$ cat src/aicp_pkg.sv
package aicp_pkg;

  // ***************************************
  // strap decode and addresses
  // ***************************************
  localparam logic [1:0] STRAP_GND    = 2'h0;
  localparam logic [1:0] STRAP_MID    = 2'h1;
  localparam logic [1:0] STRAP_HIGH   = 2'h2;
  localparam logic [1:0] STRAP_OPEN   = 2'h3;
  localparam logic [6:0] ADDR_GND     = 7'h6C;
  localparam logic [6:0] ADDR_MID     = 7'h6D;
  localparam logic [6:0] ADDR_HIGH    = 7'h6E;

  // ***************************************
  // control byte fields
  // ***************************************
  localparam int B1_MUTE_THR   = 7;
  localparam int B1_DIAG_EN    = 6;
  localparam int B1_OFFSET_EN  = 5;
  localparam int B1_GAIN_FRONT = 4;
  localparam int B1_GAIN_REAR  = 3;
  localparam int B1_UNMUTE_FR  = 2;
  localparam int B1_UNMUTE_RR  = 1;
  localparam int B1_CLIP_THR   = 0;
  localparam int B2_CUR_THR    = 7;
  localparam int B2_FAST_MUTE  = 5;
  localparam int B2_RUN        = 4;
  localparam int B2_LINE_DIAG  = 3;
  localparam int B2_CUR_DIAG   = 2;
  localparam int B2_HE_RIGHT   = 1;
  localparam int B2_HE_LEFT    = 0;

  // ***************************************
  // reset values and counts
  // ***************************************
  localparam logic [7:0] CTRL_ONE_RST = 8'h00;
  localparam logic [7:0] CTRL_TWO_RST = 8'h00;
  localparam logic [2:0] DIAG_BYTES   = 3'h4;
  localparam logic [2:0] CTRL_BYTES   = 3'h2;

  typedef enum logic [2:0] {
    AICP_IDLE  = 3'b000,
    AICP_ADDR  = 3'b001,
    AICP_WRITE = 3'b010,
    AICP_READ  = 3'b011,
    AICP_ACK   = 3'b100,
    AICP_RACK  = 3'b101,
    AICP_SKIP  = 3'b110
  } aicp_state_t;

endpackage

$ cat src/aicp_control_port.sv
module aicp_control_port (
  // clock and reset
  input  wire logic       clk_sys_i,
  input  wire logic       rst_i,
  // serial pins
  input  wire logic       scl_i,
  input  wire logic       sda_i,
  output logic            sda_o,
  output logic            sda_oe_o,
  // straps
  input  wire logic [1:0] address_strap_disable_pin_i,
  input  wire logic       standby_silence_pin_i,
  // diagnostic results
  input  wire logic [31:0] diag_results_i,
  // control outputs
  output logic [7:0]      control_byte_one_o,
  output logic [7:0]      control_byte_two_o,
  output logic            bus_disabled_o,
  output logic            legacy_mode_o,
  output logic            diag_restart_o
);

  // ***************************************
  // synchronisers
  // ***************************************
  logic [1:0] scl_s, sda_s, next_scl_s, next_sda_s;
  logic       scl_d, sda_d;
  logic [1:0] strap_a, strap_b, next_strap_a;
  logic       stby_a, stby_b;

  always_comb begin
    next_scl_s   = {scl_s[0], scl_i};
    next_sda_s   = {sda_s[0], sda_i};
    next_strap_a = address_strap_disable_pin_i;
  end

  always_ff @(posedge clk_sys_i) begin
    if (rst_i) begin
      scl_s   <= 2'h3;
      sda_s   <= 2'h3;
      scl_d   <= 1'b1;
      sda_d   <= 1'b1;
      strap_a <= aicp_pkg::STRAP_OPEN;
      strap_b <= aicp_pkg::STRAP_OPEN;
      stby_a  <= 1'b0;
      stby_b  <= 1'b0;
    end else begin
      scl_s   <= next_scl_s;
      sda_s   <= next_sda_s;
      scl_d   <= scl_s[1];
      sda_d   <= sda_s[1];
      strap_a <= next_strap_a;
      strap_b <= strap_a;
      stby_a  <= standby_silence_pin_i;
      stby_b  <= stby_a;
    end
  end

  logic scl, sda, scl_rise, scl_fall, start_c, stop_c, disabled;
  assign scl      = scl_s[1];
  assign sda      = sda_s[1];
  assign scl_rise = scl & ~scl_d;
  assign scl_fall = ~scl & scl_d;
  assign start_c  = scl & scl_d & sda_d & ~sda;
  assign stop_c   = scl & scl_d & ~sda_d & sda;
  assign disabled = (strap_b == aicp_pkg::STRAP_OPEN);

  function automatic logic [6:0] strap_addr(input logic [1:0] s);
    unique case (s)
      aicp_pkg::STRAP_GND:  strap_addr = aicp_pkg::ADDR_GND;
      aicp_pkg::STRAP_MID:  strap_addr = aicp_pkg::ADDR_MID;
      aicp_pkg::STRAP_HIGH: strap_addr = aicp_pkg::ADDR_HIGH;
      default:              strap_addr = aicp_pkg::ADDR_GND;
    endcase
  endfunction

  // ***************************************
  // protocol engine
  // ***************************************
  aicp_pkg::aicp_state_t state, next_state, ret, next_ret;
  logic [7:0]  shreg, next_shreg, b1, next_b1, b2, next_b2;
  logic [2:0]  bitc, next_bitc, bytec, next_bytec;
  logic        oe, next_oe, rd, next_rd, restart, next_restart, full, next_full;
  logic [31:0] snap, next_snap;

  always_comb begin
    next_state   = state;
    next_ret     = ret;
    next_shreg   = shreg;
    next_b1      = b1;
    next_b2      = b2;
    next_bitc    = bitc;
    next_bytec   = bytec;
    next_oe      = oe;
    next_rd      = rd;
    next_restart = 1'b0;
    next_full    = full;
    next_snap    = snap;
    if (disabled) begin
      next_state = aicp_pkg::AICP_IDLE;
      next_oe    = 1'b0;
    end else if (start_c) begin
      next_state = aicp_pkg::AICP_ADDR;
      next_bitc  = 3'h0;
      next_full  = 1'b0;
      next_oe    = 1'b0;
    end else if (stop_c) begin
      next_state = aicp_pkg::AICP_IDLE;
      next_oe    = 1'b0;
    end else begin
      unique case (state)
        aicp_pkg::AICP_IDLE, aicp_pkg::AICP_SKIP: begin
          next_oe = 1'b0;
        end
        aicp_pkg::AICP_ADDR, aicp_pkg::AICP_WRITE: begin
          if (scl_rise) begin
            next_shreg = {shreg[6:0], sda};
            next_bitc  = bitc + 3'h1;
            next_full  = (bitc == 3'h7);
          end
          if (scl_fall && full) begin
            if (state == aicp_pkg::AICP_ADDR) begin
              if (shreg[7:1] != strap_addr(strap_b)) begin
                next_state = aicp_pkg::AICP_SKIP;
              end else begin
                next_rd    = shreg[0];
                next_bytec = 3'h0;
                next_oe    = 1'b1;
                next_state = aicp_pkg::AICP_ACK;
                next_ret   = shreg[0] ? aicp_pkg::AICP_READ : aicp_pkg::AICP_WRITE;
                if (shreg[0]) begin
                  next_snap    = diag_results_i;
                  next_restart = 1'b1;
                end
              end
            end else if (bytec < aicp_pkg::CTRL_BYTES) begin
              if (bytec == 3'h0) begin
                next_b1 = shreg;
              end else begin
                next_b2 = {shreg[7], 1'b0, shreg[5:0]};
              end
              next_bytec = bytec + 3'h1;
              next_oe    = 1'b1;
              next_state = aicp_pkg::AICP_ACK;
              next_ret   = aicp_pkg::AICP_WRITE;
            end else begin
              next_state = aicp_pkg::AICP_SKIP;
            end
          end
        end
        aicp_pkg::AICP_ACK: begin
          if (scl_fall) begin
            next_state = ret;
            next_bitc  = 3'h0;
            if (ret == aicp_pkg::AICP_READ) begin
              next_shreg = snap[31:24];
              next_oe    = ~snap[31];
            end else begin
              next_oe = 1'b0;
            end
          end
        end
        aicp_pkg::AICP_READ: begin
          // change data on clock fall only
          if (scl_fall) begin
            next_bitc = bitc + 3'h1;
            if (bitc == 3'h7) begin
              next_oe    = 1'b0;
              next_state = aicp_pkg::AICP_RACK;
              next_bytec = bytec + 3'h1;
            end else begin
              next_shreg = {shreg[6:0], 1'b0};
              next_oe    = ~shreg[6];
            end
          end
        end
        aicp_pkg::AICP_RACK: begin
          if (scl_rise) begin
            if (sda || bytec == aicp_pkg::DIAG_BYTES) begin
              next_state = aicp_pkg::AICP_SKIP;
            end else begin
              next_snap = {snap[23:0], 8'h00};
              next_ret  = aicp_pkg::AICP_READ;
              next_state = aicp_pkg::AICP_ACK;
              next_oe   = 1'b0;
            end
          end
        end
        default: next_state = aicp_pkg::AICP_IDLE;
      endcase
    end
  end

  always_ff @(posedge clk_sys_i) begin
    if (rst_i) begin
      state   <= aicp_pkg::AICP_IDLE;
      ret     <= aicp_pkg::AICP_IDLE;
      shreg   <= 8'h00;
      b1      <= aicp_pkg::CTRL_ONE_RST;
      b2      <= aicp_pkg::CTRL_TWO_RST;
      bitc    <= 3'h0;
      bytec   <= 3'h0;
      oe      <= 1'b0;
      rd      <= 1'b0;
      restart <= 1'b0;
      full    <= 1'b0;
      snap    <= 32'h0000_0000;
    end else begin
      state   <= next_state;
      ret     <= next_ret;
      shreg   <= next_shreg;
      b1      <= next_b1;
      b2      <= next_b2;
      bitc    <= next_bitc;
      bytec   <= next_bytec;
      oe      <= next_oe;
      rd      <= next_rd;
      restart <= next_restart;
      full    <= next_full;
      snap    <= next_snap;
    end
  end

  // ***************************************
  // outputs
  // ***************************************
  logic [7:0] next_c1, next_c2;
  always_comb begin
    next_c1 = b1;
    next_c2 = b2;
    if (disabled) begin
      // pin straps set gain and efficiency
      next_c1 = 8'h00;
      next_c1[aicp_pkg::B1_GAIN_FRONT] = sda;
      next_c1[aicp_pkg::B1_GAIN_REAR]  = sda;
      next_c1[aicp_pkg::B1_UNMUTE_FR]  = stby_b;
      next_c1[aicp_pkg::B1_UNMUTE_RR]  = stby_b;
      next_c2 = 8'h00;
      next_c2[aicp_pkg::B2_HE_RIGHT] = scl;
      next_c2[aicp_pkg::B2_HE_LEFT]  = scl;
      next_c2[aicp_pkg::B2_RUN]      = stby_b;
    end
  end

  always_ff @(posedge clk_sys_i) begin
    if (rst_i) begin
      control_byte_one_o <= aicp_pkg::CTRL_ONE_RST;
      control_byte_two_o <= aicp_pkg::CTRL_TWO_RST;
      bus_disabled_o     <= 1'b1;
      legacy_mode_o      <= 1'b0;
      diag_restart_o     <= 1'b0;
    end else begin
      control_byte_one_o <= next_c1;
      control_byte_two_o <= next_c2;
      bus_disabled_o     <= disabled;
      legacy_mode_o      <= disabled;
      diag_restart_o     <= restart;
    end
  end

  assign sda_o    = 1'b0;
  assign sda_oe_o = oe;
endmodule

$ cat config.mk
export PLATFORM = sky130hd
export DESIGN_NAME = aicp_control_port
export DESIGN_NICKNAME = d
export VERILOG_FILES = /design/src/aicp_pkg.sv /design/src/aicp_control_port.sv
export SDC_FILE = /design/constraint.sdc
export NUM_CORES = 1
export LEC_CHECK = 0
export BUFFER_PORTS_ARGS = -buffer_cell sky130_fd_sc_hd__buf_2
export CAP_MARGIN = 20
export CORE_MARGIN = 2
export CORE_UTILIZATION = 45
export DETAILED_ROUTE_END_ITERATION = 8
export PLACE_DENSITY = 0.73
export SLEW_MARGIN = 15
export SYNTH_ARGS = -nofsm -noshare
export SYNTH_HDL_FRONTEND = slang
export SYNTH_SLANG_ARGS = --single-unit
$ cat constraint.sdc
create_clock -name clk_sys_i -period 2.4 [get_ports clk_sys_i]
set_clock_uncertainty 0.05 [all_clocks]
set_input_delay 0 -clock clk_sys_i [delete_from_list [all_inputs] [get_ports clk_sys_i]]
set_output_delay 0 -clock clk_sys_i [all_outputs]
set_load 0.02 [all_outputs]
==> results of run 1 <==
==> Yosys cell counts, drive strengths merged, types with 4 or more instances <==
master,instances
dfxtp,99
a21oi,58
mux2i,46
nor2,40
a311oi,31
buf,28
clkbuf,16
o21ai,16
nand2,12
or2,11
nand4,10
and2,9
inv,8
nor2b,6
nor3,6
nor3b,6
and3,5
and3b,4
ha,4
nand2b,4
==> worst paths after layout <==
path / start / endpoint / slack [ps]
hold / removal: diag_results_i[11] / snap[11]$_SDFFE_PP0P_ / 20
hold reg to reg: scl_s[0]$_SDFF_PP1_ / scl_s[1]$_SDFF_PP1_ / 360
setup reg to reg: state[1]$_SDFFE_PP0P_ / snap[6]$_SDFFE_PP0P_ / 230
setup / recovery: state[1]$_SDFFE_PP0P_ / snap[6]$_SDFFE_PP0P_ / 230
==> logic make-up after synthesis <==
family	Yosys count	synth area share, %
other	1	0.0829
multiplexers	47	10.4
AND/OR/NAND/NOR	134	17.4
XOR/XNOR	3	0.747
adder cells (fa/ha/maj)	4	1.11
flip-flops	99	43.8
AO/OA/AOI/OAI	135	20.2
buffers and inverters	52	6.22
==> metal layers <==
metal  up-vias  track usage [%]  wire length (um)
met5         -                0                 0
met4         0             7.53               218
met3        21             4.26               456
met2        98             31.8              5160
met1      1872             26.4              4930
li1       1919                -                 -
==> final cells by class <==
type                            count  area (um^2)
Fill cell                         856         4310
Inverter                            8         30.0
Timing Repair Buffer              110          798
Multi-Input combinational cell    325         2270
Sequential cell                    99         1980
Tap cell                          133          166
Clock inverter                      5         77.6
Clock buffer                       10          138
==> critical path, delay by kind of cell (launching register included) <==
family | cells | cell delay, ps
and+or+nand+nor | 2 | 750
xor gates and xnor gates | 1 | 260
AOI/OAI and AO/OA | 2 | 360
DFF | 1 | 610
==> cells in the final DEF, fill, tap and decap left out, types with 3 or more instances in the layout <==
cell	count
nor3b_1	5
and3b_1	4
nand4b_1	3
nand2_1	11
or4_1	3
nand2b_1	4
clkbuf_8	10
o21a_1	3
buf_4	15
nor2_1	40
and3_1	5
a311oi_1	30
o21ai_0	15
or2_2	10
nand4_1	10
buf_2	57
a21oi_1	58
nor2b_1	6
dlygate4sd3_1	36
ha_1	4
nor3_1	5
nand3_1	3
mux2i_1	46
nor4bb_1	3
nand3b_1	3
a32o_1	3
inv_1	8
dfxtp_1	99
and2_1	9
==> registers in the layout, indices dropped and copies added (netlist names), 2 cells and up <==
register / flops
control_byte_one_o: 8
control_byte_two_o: 7
state: 3
b2: 7
snap: 32
shreg: 8
ret: 2
bytec: 3
sda_s: 2
b1: 8
strap_a: 2
strap_b: 2
scl_s: 2
bitc: 3
==> report_power, final <==
part,switching [W],internal [W]
Clock,0.000558,0.000606
Sequential,0.0000124,0.00166
Combinational,0.000118,0.000110
==> what timing repair did <==
action                                  4_1_cts  5_1_grt
endpoints found under the setup margin        0        0
hold buffers                                 36        0
hold endpoints to repair                     36        0
==> through the flow <==
| step | area, um^2 | total power (W) | utilization (%) |
|---|---|---|---|
| 3_3_place_gp | 4890 | 0.00189 | 50.0 |
| 3_5_place_dp | 4890 | 0.00189 | 50.0 |
| 5_1_grt | 5460 | 0.00318 | 55.9 |
| 4_1_cts | 5460 | 0.00308 | 55.9 |
| 6_report | 5460 | 0.00306 | 55.9 |
| 2_1_floorplan | 4530 | 0.00182 | - |
==> summary.md, run 1 <==
| Metric | Value |
|---|---|
| Crit path launch type | `flip-flop` |
| Dpl cells | `~640` |
| Setup WS post-layout | `approximately 230 ps` |
| PD cells | `around 560 nW/um^2` |
| DR iter-0 viols | `257` |
| Worst hold-check path type | `input port to flip-flop` |
| Row count | `36` |
| IO Port Bufs | `57` |
| # Max-Cap Violations | `0` |
| Cells after Synth | `about 480` |
| DR WL/cell | `around 16 um` |
| Post-CTS setup buffer count | `0` |
| Ant diodes | `0` |
| Area leader, netlist | `dfxtp_1` |
| Top post-synthesis cells by area | `dfxtp_1 44%, mux2i_1 10%, a21oi_1 6.4%` |
| Antenna viol nets, final | `0` |
| Crit path required time | `2570 ps` |
| Hold slack | `around 21 ps` |
| Die Y | `around 100 um` |
| DRT Pass-1 Iters | `5` |
| Initial antenna violation count | `0` |
| H-tree depth | `3` |
| Vias per cell | `~5.7` |
| First-pass GRT wire length | `approximately 18000 um` |
| Cell Area, Synth | `4520 um^2` |
| Worst VDD drop | `about 0.24 mV` |
| Slowest CP cell | `or4_1` |
| CTS resizes | `0` |
| Hold Fails Final Rpt | `0` |
| Yosys warns | `0` |
| Leak pwr | `roughly 2.3 nW` |
| Starting Density | `~46%` |
| Total gr overflow | `0` |
| Layout Cells excl Fill | `between 600 and 700` |
| CTS tree | `done` |
| Min Tclk post-route | `~2200 ps` |
| CTS Buf Count | `9` |
| Via count | `around 3900` |
| Clock transition at path regs | `90 ps` |
| Final period util | `about 90%` |
| Io pins | `60` |
| Register area share after synthesis | `between 40% and 50%` |
| Final slew viol count | `0` |
| Critical path, cell by cell | `xnor2_1, nor3_2, or4_1, o21ai_0, a21oi_1` |
| Largest net degree at the start of global routing | `59` |
| Slew margin rel. | `50.7%` |
| Main synth FF type | `dfxtp_1` |
| Synth Area per Inst | `between 9 and 10 um^2` |
| Clock net sink count | `99` |
| Slowest stage delay, CP | `about 620 ps` |
| Crit path arrival time | `approximately 2300 ps` |
| Distinct cells, synth | `between 60 and 70` |
| CTS root buffer | `clkbuf_8` |
| Placeable Area | `9770 um^2` |
| Synth top area share | `between 40% and 50%` |
| Chip Width | `~100 um` |
| Actual slew at the worst max-slew pin | `739 ps` |
| RD Place Congestion | `around 0.87` |
| FF+latch count, synth | `99` |
| RSZ-0062 raised after global routing | `no` |
| Gr usage total | `around a fifth` |
| WS Path Type | `flip-flop to flip-flop` |
| Layout cells sized above 1 | `between 15 and 20%` |
| TNS Setup | `0 ps` |
| Place WS | `around 300 ps` |
| Die ar. | `roughly 11000 um^2` |
| Final setup viols | `0` |
| Reg2Reg Depth | `5` |
| DRC Markers | `0` |
| Vias in the first global route | `approximately 3500` |
| Clk_lat worst skew | `roughly 360 ps` |
| Final Net Count | `596` |
| Hold path depth | `3` |
| Syn-to-layout area delta | `20.8%` |
| CP Capture Type | `flip-flop` |
| Peak Freq | `~460 MHz` |
| CTS Buffer Depth | `2` |
| Max FO, Critical Path | `15` |
| Post-synth EDFFs | `0` |
| Status | `complete, no violations` |
| Final WL | `10800 um` |
| Dpl hpwl | `between 6000 and 7000 um` |
| Synth async-reset ratio | `0%` |
Note: power is estimated with default switching activity, not from simulation.
==> run 2: changes to the inputs <==
--- a/config.mk
+++ b/config.mk
@@ -8,9 +8,9 @@
 export BUFFER_PORTS_ARGS = -buffer_cell sky130_fd_sc_hd__buf_2
 export CAP_MARGIN = 20
 export CORE_MARGIN = 2
-export CORE_UTILIZATION = 45
+export CORE_UTILIZATION = 40
 export DETAILED_ROUTE_END_ITERATION = 8
-export PLACE_DENSITY = 0.73
+export PLACE_DENSITY = 0.67
 export SLEW_MARGIN = 15
 export SYNTH_ARGS = -nofsm -noshare
 export SYNTH_HDL_FRONTEND = slang
==> run 2 against run 1 <==
Compared with the run above:
- count of clock-buffer cells in the layout is 1 lower
- flip-flop and latch count stayed put
- sequential share of layout area is 0.14 points lower
- non-clock buffer count is 9 lower
- design area is 0.39% higher
- sequential power hardly changed
- first-iteration DRC count is 44% higher
==> summary.md, run 2 (synthesis results as in run 1) <==
| Metric | Value |
|---|---|
| Reg-to-reg setup timing slack | `190 ps (-40 ps)` |
| Die Y | `110 um (+5.8%)` |
| Via count | `3780 (-3.3%)` |
| Dpl hpwl | `7080 um (+1.3%)` |
| Reg area | `1980 um^2 (unchanged)` |
| RD Place Congestion | `0.863 (-0.64%)` |
| Worst hold-check path type | `input port to flip-flop` |
| Fillcell total | `998 (+17%)` |
| Row count | `38 (+5.6%)` |
| Final WL | `10700 um (-0.64%)` |
| H-tree depth | `3 (unchanged)` |
| WS Path Type | `flip-flop to flip-flop` |
| Slowest CP cell | `dfxtp_1` |
| Largest register FFs | `32 (unchanged)` |
| Multi-input gate area | `2270 um^2 (unchanged)` |
| Status | `complete, no violations` |
| Total gr overflow | `0 (unchanged)` |
| Leading cell type in the layout, fill and taps excluded | `dfxtp_1` |
| Slowest stage delay, CP | `690 ps (+70 ps)` |
| Largest net degree at the start of global routing | `59 (unchanged)` |
| Vias per cell | `5.49 (-3.2%)` |
| Critical path, cell by cell | `or3b_4, o32a_1, nand2_2, a21oi_1, a311oi_2` |
| Final Net Count | `587 (-1.5%)` |
| Leak pwr | `2.27 nW (+0.41%)` |
| Final period util | `91.9% (+1.5 points)` |
| Reg2Reg Depth | `5 (unchanged)` |
| CTS Buf Count | `9 (unchanged)` |
| # Max-Cap Violations | `0 (unchanged)` |
| Crit path arrival time | `2420 ps (+80 ps)` |
| FF-to-FF End | `shreg[6]$_SDFFE_PP0P_` |
| Chip Width | `110 um (+5.8%)` |
| CTS Buffer Depth | `2 (unchanged)` |
| Clock net sink count | `99 (unchanged)` |
| DRT Pass-1 Iters | `5 (unchanged)` |
| Hold Path End | `snap[28]$_SDFFE_PP0P_` |
| Gr usage total | `18.2% (-1.7 points)` |
| Placeable Area | `10900 um^2 (+12%)` |
| DR WL/cell | `15.5 um (-0.50%)` |
| CP Capture Type | `flip-flop` |
| Hold_sp | `diag_results_i[28]` |
| Peak Freq | `453 MHz (-1.7%)` |
| CTS root buffer | `clkbuf_16` |
| Placed Instance Area | `4900 um^2 (+0.18%)` |
| Die ar. | `12200 um^2 (+12%)` |
| Layout cells sized above 1 | `20.4% (+0.47 points)` |
| Actual slew at the worst max-slew pin | `580 ps (-159 ps)` |
| Most frequent cells in the layout | `99 x dfxtp_1, 58 x a21oi_1, 57 x buf_2` |
| PD cells | `624 nW/um^2 (+11%)` |
| DRC Markers | `0 (unchanged)` |
| Hold Fails Final Rpt | `0 (unchanged)` |
| Ant diodes | `0 (unchanged)` |
| DR iter-0 viols | `370 (+44%)` |
| Clk_lat worst skew | `350 ps (about the same)` |
| Final setup viols | `0 (unchanged)` |
| Largest register by flop count | `snap` |
| Starting Density | `41.4% (-4.9 points)` |
| Final slew viol count | `0 (unchanged)` |
| Min Tclk post-route | `2210 ps (+36.9 ps)` |
| Max FO, Critical Path | `17 (+2)` |
| Post-route cell area | `5490 um^2 (+0.39%)` |
| TNS Setup | `0 ps (unchanged)` |
| Vias in the first global route | `3513 (-0.43%)` |
| Slew margin rel. | `61.3% (+11 points)` |
| RSZ-0062 raised after global routing | `no` |
| Hold path depth | `3 (unchanged)` |
| Critical R2R Launch | `state[2]$_SDFFE_PP0P_` |
| Io pins | `60 (unchanged)` |
| Crit path required time | `2610 ps (+40 ps)` |
| Crit path launch type | `flip-flop` |
| Worst VDD drop | `0.432 mV (+77%)` |
| CTS tree | `done` |
| First-pass GRT wire length | `17200 um (-1.8%)` |
| Initial antenna violation count | `0 (unchanged)` |
| CTS resizes | `0 (unchanged)` |
| Clock transition at path regs | `80 ps (about the same)` |
| Antenna viol nets, final | `0 (unchanged)` |
| IO Port Bufs | `57 (unchanged)` |
| Syn-to-layout area delta | `21.3%` |
[run 2: report_power, final]
group,leakage [nW],switching [W],internal (W)
combinational,1.31,0.000119,0.000101
sequential,0.802,0.0000135,0.00166
clock,0.156,0.000689,0.000838
total,2.27,0.000822,0.00260
[run 2: how the worst max path moves through the flow]
stage,start,to,slack (ps)
detailed placement,state[2]$_SDFFE_PP0P_,shreg[2]$_SDFFE_PP0P_,230
global placement,state[1]$_SDFFE_PP0P_,bytec[1]$_SDFFE_PP0P_,270
CTS,state[2]$_SDFFE_PP0P_,shreg[6]$_SDFFE_PP0P_,210
global route,state[2]$_SDFFE_PP0P_,shreg[4]$_SDFFE_PP0P_,60
finish,state[2]$_SDFFE_PP0P_,shreg[6]$_SDFFE_PP0P_,190
floorplan,bitc[0]$_SDFFE_PP0P_,shreg[0]$_SDFFE_PP0P_,420
[run 2: area by class of cell]
cell class | count | area share, %
multi-input cells | 325 | 41.4
flip-flops and latches | 99 | 36.1
repair buffers | 101 | 12.9
clock buffers | 9 | 4.11
well taps | 140 | 3.19
clock inverters | 7 | 1.69
inverters | 8 | 0.547
[run 2: what timing repair did]
action                                 in CTS  in global routing
hold buffers                               27                  0
buffers inserted                            0                  0
endpoints found under the hold margin      27                  0
[run 2: stage by stage]
step / std cells / worst slack (ps) / hold slack (ps) / power (W) / utilization (%)
2_1_floorplan: 476 / 422 / 53.8 / 0.00182 / -
3_3_place_gp: 646 / 274 / 135 / 0.00189 / 44.8
3_5_place_dp: 646 / 232 / 140 / 0.00190 / 44.8
4_1_cts: 689 / 209 / 0.222 / 0.00344 / 50.2
5_1_grt: 689 / 55.3 / 21.0 / 0.00352 / 50.2
6_report: 689 / 194 / 3.08 / 0.00342 / 50.2
[run 2: worst max-delay path, delay by kind of cell (launching register included)]
kind | cells | cell delay, ps
AO/OA/AOI/OAI | 3 | 620
flip-flops | 1 | 690
AND/OR/NAND/NOR | 2 | 760
[run 2: routing by layer]
metal	track usage (%)	share of wire (%)
met5	0	0
met3	4.29	4.3
met1	24.2	47
met4	6.79	1.8
met2	28.5	47
